File: config.mk
export PLATFORM = sky130hd
export DESIGN_NAME = rsi_setup
export DESIGN_NICKNAME = d
export VERILOG_FILES = /design/src/inc/rsi_pkg.sv /design/src/logic/rsi_timer.sv /design/src/logic/rsi_setup.sv
export SDC_FILE = /design/constraint.sdc
export NUM_CORES = 2
export LEC_CHECK = 0
export BUFFER_PORTS_ARGS = -buffer_cell sky130_fd_sc_hd__buf_2
export CELL_PAD_IN_SITES_DETAIL_PLACEMENT = 0
export CELL_PAD_IN_SITES_GLOBAL_PLACEMENT = 1
export CORE_MARGIN = 3
export CORE_UTILIZATION = 45
export DETAILED_ROUTE_END_ITERATION = 7
export PLACE_DENSITY = 0.75
export SYNTH_ARGS = -nofsm -noshare
export SYNTH_HDL_FRONTEND = slang
export SYNTH_SLANG_ARGS = --single-unit
File: constraint.sdc
create_clock -name clk -period 5.75 [get_ports clk]
set_clock_uncertainty 0.15 [all_clocks]
set_input_delay 0.575 -clock clk [delete_from_list [all_inputs] [get_ports clk]]
set_output_delay 0.575 -clock clk [all_outputs]
set_load 0.01 [all_outputs]
File: src/inc/rsi_pkg.sv
// constants of the serial setup and indirect access block
// How it works
// - framing settings reach the link only when power comes up
// - partial batch init leaves the stored framing settings alone
// - full batch init restores stored framing settings to their defaults
// - slave id defaults to -1, meaning the address switch sets the address
// - rate is a code; default code 4 selects 115200 bps
// - word order code; default 0 puts the high word at the even address
// - parity code defaults to 1, even parity
// - stop bit code defaults to 0, one stop bit
// - reply waits a set time, default 3.0 ms, before transmitting
// - silent interval setting; default 0 derives it from the rate
// - alarm, error and response settings act at once when written
// - timeout alarm condition is settable; 0 turns monitoring off
// - error alarm raised when errors reach the setting, default 3
// - error information warning raised at its setting, default 3
// - error response mode; default 1 returns an exception response
// - indirect table has 32 entries, 0 to 31, each naming an item
// - indirect area is contiguous so one request reaches scattered items
// - reads and writes to the indirect area go to the assigned item
package rsi_pkg;
	// apb byte offsets
	localparam logic [7:0] OFS_ID      = 8'h00;
	localparam logic [7:0] OFS_RATE    = 8'h04;
	localparam logic [7:0] OFS_ORDER   = 8'h08;
	localparam logic [7:0] OFS_PARITY  = 8'h0c;
	localparam logic [7:0] OFS_STOP    = 8'h10;
	localparam logic [7:0] OFS_TXWAIT  = 8'h14;
	localparam logic [7:0] OFS_SILENT  = 8'h18;
	localparam logic [7:0] OFS_TMO     = 8'h1c;
	localparam logic [7:0] OFS_ERRALM  = 8'h20;
	localparam logic [7:0] OFS_ERRINF  = 8'h24;
	localparam logic [7:0] OFS_ERRMODE = 8'h28;
	localparam logic [7:0] OFS_MAINT   = 8'h2c;
	localparam logic [7:0] OFS_STATUS  = 8'h30;
	localparam logic [7:0] OFS_ACTIVE  = 8'h34;
	localparam logic [7:0] OFS_TABLE   = 8'h80;
	// reset values
	localparam logic [15:0] RST_ID      = 16'hffff;
	localparam logic [2:0]  RST_RATE    = 3'h4;
	localparam logic [1:0]  RST_ORDER   = 2'h0;
	localparam logic [1:0]  RST_PARITY  = 2'h1;
	localparam logic        RST_STOP    = 1'h0;
	localparam logic [15:0] RST_TXWAIT  = 16'h001e; // 3.0 ms in 0.1 ms units
	localparam logic [15:0] RST_SILENT  = 16'h0000;
	localparam logic [15:0] RST_TMO     = 16'h0000;
	localparam logic [7:0]  RST_ERRALM  = 8'h03;
	localparam logic [7:0]  RST_ERRINF  = 8'h03;
	localparam logic        RST_ERRMODE = 1'h1;
	// maintenance commands
	localparam logic [1:0] MNT_PARTIAL = 2'h1;
	localparam logic [1:0] MNT_ALL     = 2'h2;
	localparam logic [1:0] MNT_ACLR    = 2'h3;
	// status bits
	localparam int ST_ALARM = 0;
	localparam int ST_INFO  = 1;
	localparam int ST_TMO   = 2;
	// timing
	localparam int CLK_MHZ    = 250;
	localparam int UNIT_US    = 100;  // wait and silent settings count 0.1 ms
	localparam int TMO_UNIT_US = 1000; // timeout setting counts 1 ms
	localparam int UNIT_CYC   = UNIT_US * CLK_MHZ;
	localparam int TMO_CYC    = TMO_UNIT_US * CLK_MHZ;
	// indirect table
	localparam int IND_N = 32;
	localparam logic [15:0] IND_ASSIGN_BASE = 16'h1200;
	localparam logic [15:0] IND_AREA_BASE   = 16'h1300;
	localparam logic [15:0] IND_DEF [0:14] = '{16'h0240, 16'h0380, 16'h0300, 16'h0340,
		16'h003e, 16'h0062, 16'h0067, 16'h006c, 16'h003f, 16'h0040, 16'h007b,
		16'h007c, 16'h00a3, 16'h009d, 16'h007f};
	// derived silent interval per rate code, 0.1 ms units (codes 0..7)
	localparam logic [15:0] SIL_AUTO [0:7] = '{16'h0028, 16'h0014, 16'h000a, 16'h0012,
		16'h0012, 16'h0012, 16'h0012, 16'h0012};
	typedef enum logic [1:0] {
		RW_IDLE = 2'b01,
		RW_WAIT = 2'b10
	} rsi_rw_t;
endpackage

File: src/logic/rsi_timer.sv
// down counter that pulses once when a loaded cycle count has run out
module rsi_timer #(
	parameter int W = 40
) (
	input  wire logic         clk,
	input  wire logic         rst_n,
	input  wire logic         start,
	input  wire logic         stop,
	input  wire logic [W-1:0] load,
	output logic              busy,
	output logic              done
);
	logic [W-1:0] cnt_reg, cnt_next;
	logic         busy_reg, busy_next, done_reg, done_next;

	always_comb begin
		cnt_next  = cnt_reg;
		busy_next = busy_reg;
		done_next = 1'b0;
		if (stop) begin
			busy_next = 1'b0;
		end else if (start) begin
			cnt_next  = load;
			busy_next = 1'b1;
		end else if (busy_reg) begin
			if (cnt_reg <= W'(1)) begin
				busy_next = 1'b0;
				done_next = 1'b1;
			end else begin
				cnt_next = cnt_reg - W'(1);
			end
		end
	end

	always_ff @(posedge clk or negedge rst_n) begin
		if (!rst_n) begin
			cnt_reg  <= '0;
			busy_reg <= 1'b0;
			done_reg <= 1'b0;
		end else begin
			cnt_reg  <= cnt_next;
			busy_reg <= busy_next;
			done_reg <= done_next;
		end
	end

	assign busy = busy_reg;
	assign done = done_reg;
endmodule // rsi_timer

File: src/logic/rsi_setup.sv
// serial setup registers, error supervision, reply wait and indirect redirection
module rsi_setup
	import rsi_pkg::*;
#(parameter int UNIT_CYCLES = UNIT_CYC, parameter int TMO_CYCLES = TMO_CYC) (
	input  wire logic        clk,
	input  wire logic        rst_n,
	input  wire logic        psel,
	input  wire logic        penable,
	input  wire logic        pwrite,
	input  wire logic [7:0]  paddr,
	input  wire logic [31:0] pwdata,
	output logic      [31:0] prdata,
	output logic             pready,
	output logic             pslverr,
	input  wire logic [7:0]  addr_switch,
	input  wire logic        frame_ok,
	input  wire logic        frame_err,
	input  wire logic        reply_req,
	input  wire logic        acc_req,
	input  wire logic        acc_we,
	input  wire logic [15:0] acc_addr,
	input  wire logic [15:0] acc_wdata,
	output logic             acc_valid,
	output logic             acc_ind,
	output logic      [15:0] acc_target,
	output logic      [7:0]  slave_addr,
	output logic      [2:0]  rate_code,
	output logic      [1:0]  word_order,
	output logic      [1:0]  parity_code,
	output logic             stop_code,
	output logic      [15:0] silent_eff,
	output logic             tx_start,
	output logic             err_alarm,
	output logic             err_info,
	output logic             tmo_alarm,
	output logic             exc_resp
);
	import rsi_pkg::*;

	// stored settings (software side)
	logic [15:0] id_reg, id_next, txw_reg, txw_next, sil_reg, sil_next, tmo_reg, tmo_next;
	logic [2:0]  rate_reg, rate_next;
	logic [1:0]  ord_reg, ord_next, par_reg, par_next;
	logic        stp_reg, stp_next, emode_reg, emode_next;
	logic [7:0]  ealm_reg, ealm_next, einf_reg, einf_next;
	// active shadows
	logic [15:0] a_txw_reg, a_txw_next;
	logic        load_reg, load_next;
	logic [7:0]  slv_reg, slv_next;
	logic [2:0]  a_rate_reg, a_rate_next;
	logic [1:0]  a_ord_reg, a_ord_next, a_par_reg, a_par_next;
	logic        a_stp_reg, a_stp_next;
	logic [15:0] a_sil_reg, a_sil_next;
	// bus
	logic [31:0] rd_reg, rd_next, rmux;
	logic        rdy_reg, rdy_next, err_reg, err_next, hit;
	logic        wr;
	logic [1:0]  mnt;
	// supervision
	logic [7:0]  ecnt_reg, ecnt_next;
	logic        alm_reg, alm_next, inf_reg, inf_next, tmo_a_reg, tmo_a_next;
	rsi_rw_t     rw_reg, rw_next;
	logic        tx_reg, tx_next, wdone, tdone;
	// indirect
	logic [15:0] tbl_reg [0:IND_N-1];
	logic        av_reg, ai_reg;
	logic [15:0] at_reg, tgt;
	logic        in_area, in_assign;
	logic [4:0]  ent;

	assign wr  = psel & penable & rdy_reg & pwrite;
	assign mnt = (wr && paddr == OFS_MAINT) ? pwdata[1:0] : 2'h0;

	// register writes; partial and full init commands restore defaults
	always_comb begin
		id_next = id_reg; rate_next = rate_reg; ord_next = ord_reg; par_next = par_reg;
		stp_next = stp_reg; txw_next = txw_reg; sil_next = sil_reg; tmo_next = tmo_reg;
		ealm_next = ealm_reg; einf_next = einf_reg; emode_next = emode_reg;
		if (mnt == MNT_PARTIAL || mnt == MNT_ALL) begin
			tmo_next = RST_TMO; ealm_next = RST_ERRALM;
			einf_next = RST_ERRINF; emode_next = RST_ERRMODE; // framing kept unless full init
		end
		if (mnt == MNT_ALL) begin
			id_next = RST_ID; rate_next = RST_RATE; ord_next = RST_ORDER;
			par_next = RST_PARITY; stp_next = RST_STOP;
			txw_next = RST_TXWAIT; sil_next = RST_SILENT;
		end
		if (wr) begin
			if (paddr == OFS_ID) begin
				id_next = pwdata[15:0];
			end else if (paddr == OFS_RATE) begin
				rate_next = pwdata[2:0];
			end else if (paddr == OFS_ORDER) begin
				ord_next = pwdata[1:0];
			end else if (paddr == OFS_PARITY) begin
				par_next = pwdata[1:0];
			end else if (paddr == OFS_STOP) begin
				stp_next = pwdata[0];
			end else if (paddr == OFS_TXWAIT) begin
				txw_next = pwdata[15:0];
			end else if (paddr == OFS_SILENT) begin
				sil_next = pwdata[15:0];
			end else if (paddr == OFS_TMO) begin
				tmo_next = pwdata[15:0];
			end else if (paddr == OFS_ERRALM) begin
				ealm_next = pwdata[7:0];
			end else if (paddr == OFS_ERRINF) begin
				einf_next = pwdata[7:0];
			end else if (paddr == OFS_ERRMODE) begin
				emode_next = pwdata[0];
			end
		end
	end

	// shadows load in the first cycle after reset release and never again
	always_comb begin
		load_next = 1'b0;
		a_rate_next = a_rate_reg; a_ord_next = a_ord_reg; a_par_next = a_par_reg;
		a_stp_next = a_stp_reg; a_txw_next = a_txw_reg; a_sil_next = a_sil_reg;
		slv_next = slv_reg;
		if (load_reg) begin
			a_rate_next = rate_reg; a_ord_next = ord_reg; a_par_next = par_reg;
			a_stp_next = stp_reg; a_txw_next = txw_reg;
			a_sil_next = (sil_reg == 16'h0000) ? SIL_AUTO[rate_reg] : sil_reg;
			slv_next = (id_reg == RST_ID) ? addr_switch : id_reg[7:0];
		end
	end

	// read mux and bus answer; one wait state per transfer
	always_comb begin
		hit  = 1'b1;
		rmux = 32'h0000_0000;
		if (paddr == OFS_ID) begin
			rmux = {16'h0000, id_reg};
		end else if (paddr == OFS_RATE) begin
			rmux = {29'h0, rate_reg};
		end else if (paddr == OFS_ORDER) begin
			rmux = {30'h0, ord_reg};
		end else if (paddr == OFS_PARITY) begin
			rmux = {30'h0, par_reg};
		end else if (paddr == OFS_STOP) begin
			rmux = {31'h0, stp_reg};
		end else if (paddr == OFS_TXWAIT) begin
			rmux = {16'h0000, txw_reg};
		end else if (paddr == OFS_SILENT) begin
			rmux = {16'h0000, sil_reg};
		end else if (paddr == OFS_TMO) begin
			rmux = {16'h0000, tmo_reg};
		end else if (paddr == OFS_ERRALM) begin
			rmux = {24'h0, ealm_reg};
		end else if (paddr == OFS_ERRINF) begin
			rmux = {24'h0, einf_reg};
		end else if (paddr == OFS_ERRMODE) begin
			rmux = {31'h0, emode_reg};
		end else if (paddr == OFS_MAINT) begin
			rmux = 32'h0000_0000;
		end else if (paddr == OFS_STATUS) begin
			rmux = {16'h0, ecnt_reg, 5'h0, tmo_a_reg, inf_reg, alm_reg};
		end else if (paddr == OFS_ACTIVE) begin
			rmux = {16'h0, slv_reg, a_stp_reg, a_par_reg, a_ord_reg, a_rate_reg};
		end else if (paddr[7] == OFS_TABLE[7] && paddr[1:0] == 2'h0) begin
			rmux = {16'h0000, tbl_reg[paddr[6:2]]};
		end else begin
			hit = 1'b0;
		end
		rdy_next = psel & penable & ~rdy_reg;
		rd_next  = (rdy_next && !pwrite && hit) ? rmux : 32'h0000_0000;
		err_next = rdy_next & ~hit;
	end

	// error supervision; an event in the clear cycle wins
	always_comb begin
		ecnt_next = ecnt_reg;
		if (frame_err) begin
			ecnt_next = (ecnt_reg == 8'hff) ? ecnt_reg : ecnt_reg + 8'h01;
		end else if (frame_ok) begin
			ecnt_next = 8'h00;
		end
		alm_next = alm_reg;
		if (mnt == MNT_ACLR) begin
			alm_next = 1'b0;
			tmo_a_next = 1'b0;
		end else begin
			tmo_a_next = tmo_a_reg;
		end
		if (ealm_reg != 8'h00 && ecnt_next >= ealm_reg) begin
			alm_next = 1'b1;
		end
		if (tdone && tmo_reg != 16'h0000) begin
			tmo_a_next = 1'b1;
		end
		inf_next = (einf_reg != 8'h00) && (ecnt_next >= einf_reg);
	end

	// reply wait state machine
	always_comb begin
		rw_next = rw_reg;
		tx_next = 1'b0;
		case (rw_reg)
			RW_IDLE: begin
				if (reply_req) begin
					rw_next = RW_WAIT;
				end
			end
			RW_WAIT: begin
				if (wdone) begin
					rw_next = RW_IDLE;
					tx_next = 1'b1;
				end
			end
			default: rw_next = RW_IDLE;
		endcase
	end

	rsi_timer #(.W(40)) u_wait (
		.clk   (clk),
		.rst_n (rst_n),
		.start (reply_req && rw_reg == RW_IDLE),
		.stop  (1'b0),
		.load  (40'(a_txw_reg) * 40'(UNIT_CYCLES)),
		.busy  (),
		.done  (wdone)
	);

	// timeout restarts on every frame; zero setting keeps it stopped
	rsi_timer #(.W(40)) u_tmo (
		.clk   (clk),
		.rst_n (rst_n),
		.start (frame_ok | frame_err),
		.stop  (tmo_reg == 16'h0000),
		.load  (40'(tmo_reg) * 40'(TMO_CYCLES)),
		.busy  (),
		.done  (tdone)
	);

	// indirect redirection: entry holds half of the target address
	assign in_area   = acc_addr[15:6] == IND_AREA_BASE[15:6];
	assign in_assign = acc_addr[15:6] == IND_ASSIGN_BASE[15:6];
	assign ent       = acc_addr[5:1];
	assign tgt       = in_area ? {tbl_reg[ent][14:0], acc_addr[0]} : acc_addr;

	always_ff @(posedge clk or negedge rst_n) begin
		if (!rst_n) begin
			for (int i = 0; i < IND_N; i++) begin
				tbl_reg[i] <= (i < 15) ? IND_DEF[i] : 16'h0000;
			end
		end else if (mnt == MNT_PARTIAL || mnt == MNT_ALL) begin
			for (int i = 0; i < IND_N; i++) begin
				tbl_reg[i] <= (i < 15) ? IND_DEF[i] : 16'h0000;
			end
		end else if (wr && paddr[7] && paddr[1:0] == 2'h0) begin
			tbl_reg[paddr[6:2]] <= pwdata[15:0];
		end else if (acc_req && acc_we && in_assign && acc_addr[0]) begin
			// only the lower word carries the entry; upper word writes are dropped
			tbl_reg[ent] <= acc_wdata;
		end
	end

	always_ff @(posedge clk or negedge rst_n) begin
		if (!rst_n) begin
			av_reg <= 1'b0;
			ai_reg <= 1'b0;
			at_reg <= 16'h0000;
		end else begin
			av_reg <= acc_req;
			ai_reg <= acc_req & in_area;
			at_reg <= acc_req ? tgt : at_reg;
		end
	end

	always_ff @(posedge clk or negedge rst_n) begin
		if (!rst_n) begin
			id_reg <= RST_ID; rate_reg <= RST_RATE; ord_reg <= RST_ORDER;
			par_reg <= RST_PARITY; stp_reg <= RST_STOP; txw_reg <= RST_TXWAIT;
			sil_reg <= RST_SILENT; tmo_reg <= RST_TMO; ealm_reg <= RST_ERRALM;
			einf_reg <= RST_ERRINF; emode_reg <= RST_ERRMODE;
			load_reg <= 1'b1; slv_reg <= 8'h00; a_rate_reg <= RST_RATE;
			a_ord_reg <= RST_ORDER; a_par_reg <= RST_PARITY; a_stp_reg <= RST_STOP;
			a_txw_reg <= RST_TXWAIT; a_sil_reg <= 16'h0000;
			rd_reg <= 32'h0000_0000; rdy_reg <= 1'b0; err_reg <= 1'b0;
			ecnt_reg <= 8'h00; alm_reg <= 1'b0; inf_reg <= 1'b0; tmo_a_reg <= 1'b0;
			rw_reg <= RW_IDLE; tx_reg <= 1'b0;
		end else begin
			id_reg <= id_next; rate_reg <= rate_next; ord_reg <= ord_next;
			par_reg <= par_next; stp_reg <= stp_next; txw_reg <= txw_next;
			sil_reg <= sil_next; tmo_reg <= tmo_next; ealm_reg <= ealm_next;
			einf_reg <= einf_next; emode_reg <= emode_next;
			load_reg <= load_next; slv_reg <= slv_next; a_rate_reg <= a_rate_next;
			a_ord_reg <= a_ord_next; a_par_reg <= a_par_next; a_stp_reg <= a_stp_next;
			a_txw_reg <= a_txw_next; a_sil_reg <= a_sil_next;
			rd_reg <= rd_next; rdy_reg <= rdy_next; err_reg <= err_next;
			ecnt_reg <= ecnt_next; alm_reg <= alm_next; inf_reg <= inf_next;
			tmo_a_reg <= tmo_a_next; rw_reg <= rw_next; tx_reg <= tx_next;
		end
	end

	assign prdata = rd_reg;     assign pready = rdy_reg;    assign pslverr = err_reg;
	assign acc_valid = av_reg;  assign acc_ind = ai_reg;    assign acc_target = at_reg;
	assign slave_addr = slv_reg; assign rate_code = a_rate_reg; assign word_order = a_ord_reg;
	assign parity_code = a_par_reg; assign stop_code = a_stp_reg; assign silent_eff = a_sil_reg;
	assign tx_start = tx_reg;   assign err_alarm = alm_reg; assign err_info = inf_reg;
	assign tmo_alarm = tmo_a_reg; assign exc_resp = emode_reg;

	// assertions
	shadow_frozen_a: assert property (@(posedge clk) disable iff (!rst_n)
		!$past(load_reg) |-> $stable(a_rate_reg) && $stable(a_par_reg) && $stable(a_txw_reg))
		else $error("active framing changed after power-up load");
	shadow_load_a: assert property (@(posedge clk) disable iff (!rst_n)
		load_reg |=> a_rate_reg == $past(rate_reg) && a_ord_reg == $past(ord_reg))
		else $error("shadow not loaded from stored setting");
	partial_keep_a: assert property (@(posedge clk) disable iff (!rst_n)
		mnt == MNT_PARTIAL |=> $stable(id_reg) && $stable(rate_reg) && $stable(txw_reg))
		else $error("partial init touched framing settings");
	all_init_a: assert property (@(posedge clk) disable iff (!rst_n)
		mnt == MNT_ALL |=> id_reg == RST_ID && rate_reg == RST_RATE && par_reg == RST_PARITY)
		else $error("full init did not restore framing defaults");
	switch_addr_a: assert property (@(posedge clk) disable iff (!rst_n)
		load_reg && id_reg == RST_ID |=> slave_addr == $past(addr_switch))
		else $error("slave address not taken from switch");
	reply_wait_a: assert property (@(posedge clk) disable iff (!rst_n)
		tx_start |=> !tx_start)
		else $error("reply start lasted more than one cycle");
	no_early_tx_a: assert property (@(posedge clk) disable iff (!rst_n)
		rw_reg == RW_IDLE && reply_req && a_txw_reg != 16'h0000 |=> !tx_start [*3])
		else $error("reply sent before the wait ran out");
	err_alarm_a: assert property (@(posedge clk) disable iff (!rst_n)
		ealm_reg != 8'h00 && ecnt_next >= ealm_reg |=> err_alarm)
		else $error("error alarm missed at threshold");
	err_info_a: assert property (@(posedge clk) disable iff (!rst_n)
		frame_ok && !frame_err |=> !err_info)
		else $error("error info not cleared by good frame");
	tmo_off_a: assert property (@(posedge clk) disable iff (!rst_n)
		tmo_reg == 16'h0000 && !tmo_alarm ##1 tmo_reg == 16'h0000 |-> !tmo_alarm)
		else $error("timeout raised while unmonitored");
	redirect_a: assert property (@(posedge clk) disable iff (!rst_n)
		acc_req && in_area |=> acc_ind && acc_target == {$past(tbl_reg[ent][14:0]),
		$past(acc_addr[0])})
		else $error("indirect access not redirected");
	busy_wait_c: cover property (@(posedge clk) disable iff (!rst_n) reply_req ##[1:40] tx_start);
	alarm_c: cover property (@(posedge clk) disable iff (!rst_n) frame_err [*3] ##1 err_alarm);
	ind_c: cover property (@(posedge clk) disable iff (!rst_n) acc_req && in_area);
	unmapped_c: cover property (@(posedge clk) disable iff (!rst_n) pslverr);
endmodule // rsi_setup

# Word-level counts from Yosys, hierarchy flattened
# Memory sizes are Yosys's and may differ from the RTL's.
# Cells that the tools add are included.
classes:
  add_sub_neg: 3
  mul: 2
  magnitude_cmp: 9
  n_eq_ne: 26
  mux: 171
  n_bitwise: 13
  n_reduce_logical: 32
ops:
  columns: ["cell", "count"]
  rows:
  - ["two-way mux 512 bit", 3]
  - ["bitwise mux 512 bit", 2]
  - ["two-way mux 16 bit", 53]
  - ["two-way mux 40 bit", 6]
  - ["two-way mux 8 bit", 27]
  - ["binary-select mux 16 bit (select 5 bit)", 2]
  - ["demux 16 bit (select 5 bit)", 2]
  - ["<= comparator 40 x 1 -> 1 bit, second input constant", 2]
  - ["subtractor 40 x 1 -> 40 bit, second input constant", 2]
  - ["two-way mux 1 bit", 54]
  - ["equality test 8 x 6 -> 1 bit, second input constant", 6]
  - ["equality test 8 x 5 -> 1 bit, second input constant", 4]
  - ["zero test 16 bit", 2]
  - ["two-way mux 32 bit", 1]
  - ["multiplier 16 x 14 -> 30 bit, second input constant", 1]
  - ["two-way mux 15 bit", 2]
  - ["multiplier 16 x 12 -> 28 bit, second input constant", 1]
  - ["two-way mux 2 bit", 14]
  - ["equality test 10 x 7 -> 1 bit, second input constant", 2]
  - ["equality test 16 bit, second input constant", 1]
  - ["equality test 8 x 4 -> 1 bit, second input constant", 2]
  - [">= comparator 8 bit", 2]
  - ["nonzero test 16 bit", 1]
  - ["nonzero test 8 bit", 2]
  - ["other kinds (26)", 62]
totals:
  reg_bits: 800
  mem_bits_ro: 128
  in_bits: 90
  out_inout_bits: 89
  word_cells: 326
  n_memories: 1
memory_table:
  columns: ["name", "words", "word_bits", "read_ports", "rd_clocked_by_memory_dff", "write_ports", "line", "source"]
  rows:
  - ["(no name shown)", 8, 16, 1, 0, 0, "rsi_setup.sv:124", "a_sil_next = (sil_reg == 16'h0000) ? SIL_AUTO[rate_reg] : sil_reg;"]

# Depth between registers and ports, before layout
depth:
  depth_word: 20
  ltp_mapped: 21
  depth_no_buf: 21

# By module
# Synthesis repeated with hierarchy kept, for this count alone.
unflattened:
  cells_unflattened: 5501
  area_unflattened_um2: 52691.8
modules_own_cells:
  columns: ["module", "instances", "cells_each", "area_per_inst_um2", "seq_area_each_um2"]
  rows:
  - ["rsi_setup", 1, 4855, 47286.6, 17636.9]
  - ["rsi_timer at u_tmo", 1, 327, 2718.9, 1051.0]
  - ["rsi_timer at u_wait", 1, 319, 2686.3, 1051.0]

# Worst setup path after synthesis
# No wires, ideal clock.
synth_timing:
  path_kind: "register to register"
  from: "register tmo_reg[1]"
  to: "register u_tmo.cnt_reg[33]"
  setup_time_ns: 0.069
  arrival_time_ns: 5.123
  required_time_ns: 5.531
  slack_ns: 0.408
  path_stages_with_launch: 20
  n_path_buf: 0
  period_less_slack_ns: 5.342
  path_cell_list: "dfrtp_1 -> inv_1 -> fa_1 -> inv_1 -> fa_1 -> fa_1 -> fa_1 -> ha_1 -> inv_1 -> fa_1 -> inv_1 -> ha_1 -> a21oi_1 -> o21ai_0 -> a31oi_1 -> o31ai_2 -> a31o_2 -> o41ai_1 -> mux2_1 -> nand3_1"
synth_between:
  elab_chain_len: 3
  word_cells_on_any_way: 5
  cone_classes: "mul: 1; mux: 1; bitwise: 1; reduce/logical: 2"
synth_lines:
  columns: ["item", "line", "source"]
  rows:
  - ["from (decl)", "rsi_setup.sv:41", "logic [15:0] id_reg, id_next, txw_reg, txw_next, sil_reg, sil_next, tmo_reg, tmo_next;"]
  - ["from (signal assigned)", "rsi_setup.sv:286", "sil_reg <= sil_next; tmo_reg <= tmo_next; ealm_reg <= ealm_next;"]
  - ["parallel branches: the longest is 3 deep, another holds multiplier 16 x 14 -> 30 bit", null, null]
  - ["to (signal assigned)", "rsi_timer.sv:41", "cnt_reg <= cnt_next;"]
  - ["to (decl)", "rsi_timer.sv:13", "logic [W-1:0] cnt_reg, cnt_next;"]
# Several ways; the timed one is not identified.
# A chain may end at the register's enable or synchronous reset.

# Final worst setup path
layout_timing:
  from: "register tmo_reg[6]"
  to: "register u_tmo.cnt_reg[32]"
# The elaborated chain is that of the path after synthesis.

==> metrics <==
Clock Pin Slew Worst Setup and Hold Paths ~0.06 ns; grt ovf 0; relative max-transition margin between 10 and 15%; largest net degree at the start of global routing between 150 and 200; Max-cap violations 0; Final Power roughly 13000 µW; top cell type's share of synthesized area 32.99%; DRT Pass-1 Iters 6; clock sinks between 700 and 800; Fin. Hold Viols 0; first-pass GRT wire length 298.6 mm; layout cells sized above 1 between 15 and 20%; DR DRC count 0; compound-gate portion of the synthesized area about 22%; H-tree levels 3; Leak approximately 0.024 µW; Core Box Area 114700 µm²; GRT Total Usage 33.06%; worst slack at placement between 0.15 and 0.2 ns; Post-synth EDFFs 0; DR iter-0 viols around 5600; ys async rst share 100.0%; RSZ-0062 raised after global routing no; Post-CTS Setup Inserts 0; Max clock buf depth 3; hold crit path type input pin to flop; Post-DP HPWL between 100 and 150 mm; top_reg_cell synth dfrtp_1; Port-buffer cells between 100 and 150; largest area contributor in the netlist dfrtp_1; Mapped Cells between 5000 and 6000; vias in the first global route 43870; Crit Path Class flop to flop; Clk Latency, worst-skew pair a little over 0.7 ns; Mapped Area around 52000 µm²; maximum fanout along the worst path 5; Final TNS setup 0 ns; pwr/cell area 226.5 nW/µm²; top post-synthesis cells by area dfrtp_1 33%, mux4_2 11%, a22oi_1 8.3%; Final setup viols 0; Placed Instance Area 54570 µm²; Design Area, Final 57710 µm²; Synth Register Bits around 780; sequential area share after synthesis roughly 38%; Peak VDD IR 0.2121 mV; post-synthesis mux area share between 10% and 20%; WP data required 6.23 ns; CP endpoint kind flop; Net count, final ~6000; # placed instances just under 7000; outcome finished clean; P&R area growth vs syn 10.61%; Post-Synth XOR/XNOR Area 0.8057%; Core Rows approximately 120; max-slew violations 0; Post-Layout Cell Count 7001; Synth warnings 0; crit path launch type flop; Routed WL 202.4 mm; CP max stage delay around 0.49 ns; full die area roughly 120000 µm²; synth unique cells 87; WP data arrival 5.88 ns; largest family of logic cells by synthesized area compound AO/OA/AOI/OAI gates; simple-gate share of the synthesized area between 10% and 20%; Die Width 346.5 µm; Worst-Margin Slew between 1 and 1.5 ns; RePlAce Congestion 1.033; Avg Synthesized Cell Area 9.608 µm²; Max Fclk 185.5 MHz; IO Count 179; initial antenna violation count 10; vias per cell 6.586; post-route setup slack roughly 0.36 ns; final worst path period share ~94%; Vert. Die Dim around 350 µm; filler instances 10630; post-route minimum period 5.392 ns; Post-Synth Adder-Cell Area under 10%; Final ANT Viol Nets 0; CTS Root Cell clkbuf_16; max FFs per register approximately 510; via count 46110; Initial Util between 40 and 50%; TritonCTS clock tree done; total CTS buffers 92; crit-path cells inv_1 > fa_1 > inv_1 > fa_1 > fa_1 > inv_1 > fa_1 > inv_1 > ha_1 > ha_1 > ha_1 > a211oi_1 > nor2_1 > nor4_1 > o32ai_1 > a21o_1 > o31ai_2 > mux2i_1 > nand3_1 > a21oi_1; wire per inst 28.91 µm; slowest cell on the critical path fa_1
-- kinds of logic (layout without fill, tap and decap cells) --
kind of cell | Yosys count | after routing
AND/OR/NAND/NOR | 1397 | 1397
multiplexers | 292 | 292
XOR/XNOR | 48 | 48
other | 1 | 22
buffers and inverters | 740 | 777
AO/OA/AOI/OAI | 1833 | 1833
flip-flops | 784 | 784
adder cells (fa/ha/maj) | 336 | 336
-- routing by layer --
metal / track usage [%] / wire [µm] / vias to the layer above
li1: - / - / 19920
met1: 44.18 / 79530 / 22930
met4: 18.14 / 13190 / 12
met2: 48.03 / 86380 / 2665
met3: 10.03 / 23140 / 581
met5: 0.4710 / 141 / -
-- worst max-delay path: cells and delay by family, from the launching register on --
| kind | cells | cell delay (ns) |
|---|---|---|
| buf+inv | 4 | 0.36 |
| compound gates | 5 | 1.01 |
| mux | 1 | 0.23 |
| fa+ha+maj | 7 | 2.74 |
| simple gates | 3 | 0.46 |
| flops | 1 | 0.37 |
-- cells in the mapped netlist (all sizes together) (6+ instances only) --
| cell | count |
|---|---|
| ha | 237 |
| fa | 99 |
| or2 | 14 |
| inv | 242 |
| or3 | 16 |
| dfstp | 96 |
| a22oi | 577 |
| nand3 | 47 |
| buf | 135 |
| nand3b | 18 |
| a22o | 11 |
| clkbuf | 363 |
| o32ai | 12 |
| and3 | 18 |
| mux2 | 39 |
| xnor2 | 26 |
| nor2 | 255 |
| o21ai | 649 |
| o22ai | 32 |
| a31oi | 18 |
| nor3b | 7 |
| dfrtp | 688 |
| nand2b | 37 |
| a211oi | 8 |
| o21a | 11 |
| o211ai | 51 |
| nand4 | 46 |
| nor4 | 32 |
| mux4 | 248 |
| o41ai | 6 |
| nand2 | 763 |
| nor3 | 100 |
| a221oi | 16 |
| o221ai | 20 |
| a21oi | 293 |
| xor2 | 22 |
| and2 | 12 |
| or4 | 12 |
| a21o | 19 |
| o31ai | 73 |
| nor2b | 10 |
-- timing repair --
item,CTS,global route
gates resized for setup,0,3
setup endpoints to repair,0,5
hold endpoints to repair,61,0
hold buffers,8,0
-- stage by stage --
| step | utilization, % | hold slack (ns) |
|---|---|---|
| 2_1_floorplan | - | 0.1294 |
| 3_3_place_gp | 47.59 | 0.3073 |
| 3_5_place_dp | 47.59 | 0.3148 |
| 4_1_cts | 50.31 | 0.0004772 |
| 5_1_grt | 50.33 | 0.02506 |
| 6_report | 50.34 | 0.02276 |
-- cells in the final DEF, fill, tap and decap left out, types with 44 or more instances in the layout --
cell type	instances
a21oi_1	293
nor3_1	89
fa_1	99
o21ai_0	645
dfrtp_1	688
nand2_1	760
dfstp_2	96
clkbuf_16	92
a22oi_1	577
nor2_1	251
o211ai_1	51
ha_1	237
buf_2	141
mux4_2	248
buf_4	204
nand4_1	46
inv_1	240
nand3_1	44
-- final timing paths --
kind | start | end | slack, ns | cells past startpoint
worst min register to register | tbl_reg[223] | tbl_reg[223] | 0.33 | 2
worst min-delay path | acc_addr[12] | acc_target[12] | 0.02 | 3
min in group asynchronous | rst_n | tbl_reg[419] | 0.34 | 2
max in group asynchronous | rst_n | acc_target[11] | 3.58 | 3
worst max-delay path | tmo_reg[6] | u_tmo.cnt_reg[32] | 0.36 | 20
worst max register to register | tmo_reg[6] | u_tmo.cnt_reg[32] | 0.36 | 20
-- report_power, final --
| group | internal, µW | leakage, µW | switching, µW | total, µW |
|---|---|---|---|---|
| Sequential | 5620 | 0.0105 | 122 | 5740 |
| Combinational | 357 | 0.0120 | 925 | 1280 |
| Clock | 3480 | 0.00149 | 2570 | 6050 |
| Total | 9460 | 0.0240 | 3620 | 13100 |
-- cell type report --
type                       count  area [µm²]  share of cell area, %
clock inverter                31       415.4                 0.7198
antenna                        5       12.51                0.02168
sequential                   784       19740                  34.20
multi-input combinational   3923       29550                  51.19
inverter                     242       908.4                  1.574
timing repair buffer         368        2584                  4.477
clock buffer                 136        2618                  4.535
tap                         1512        1892                  3.278
Power figures use the tool's default switching activity.
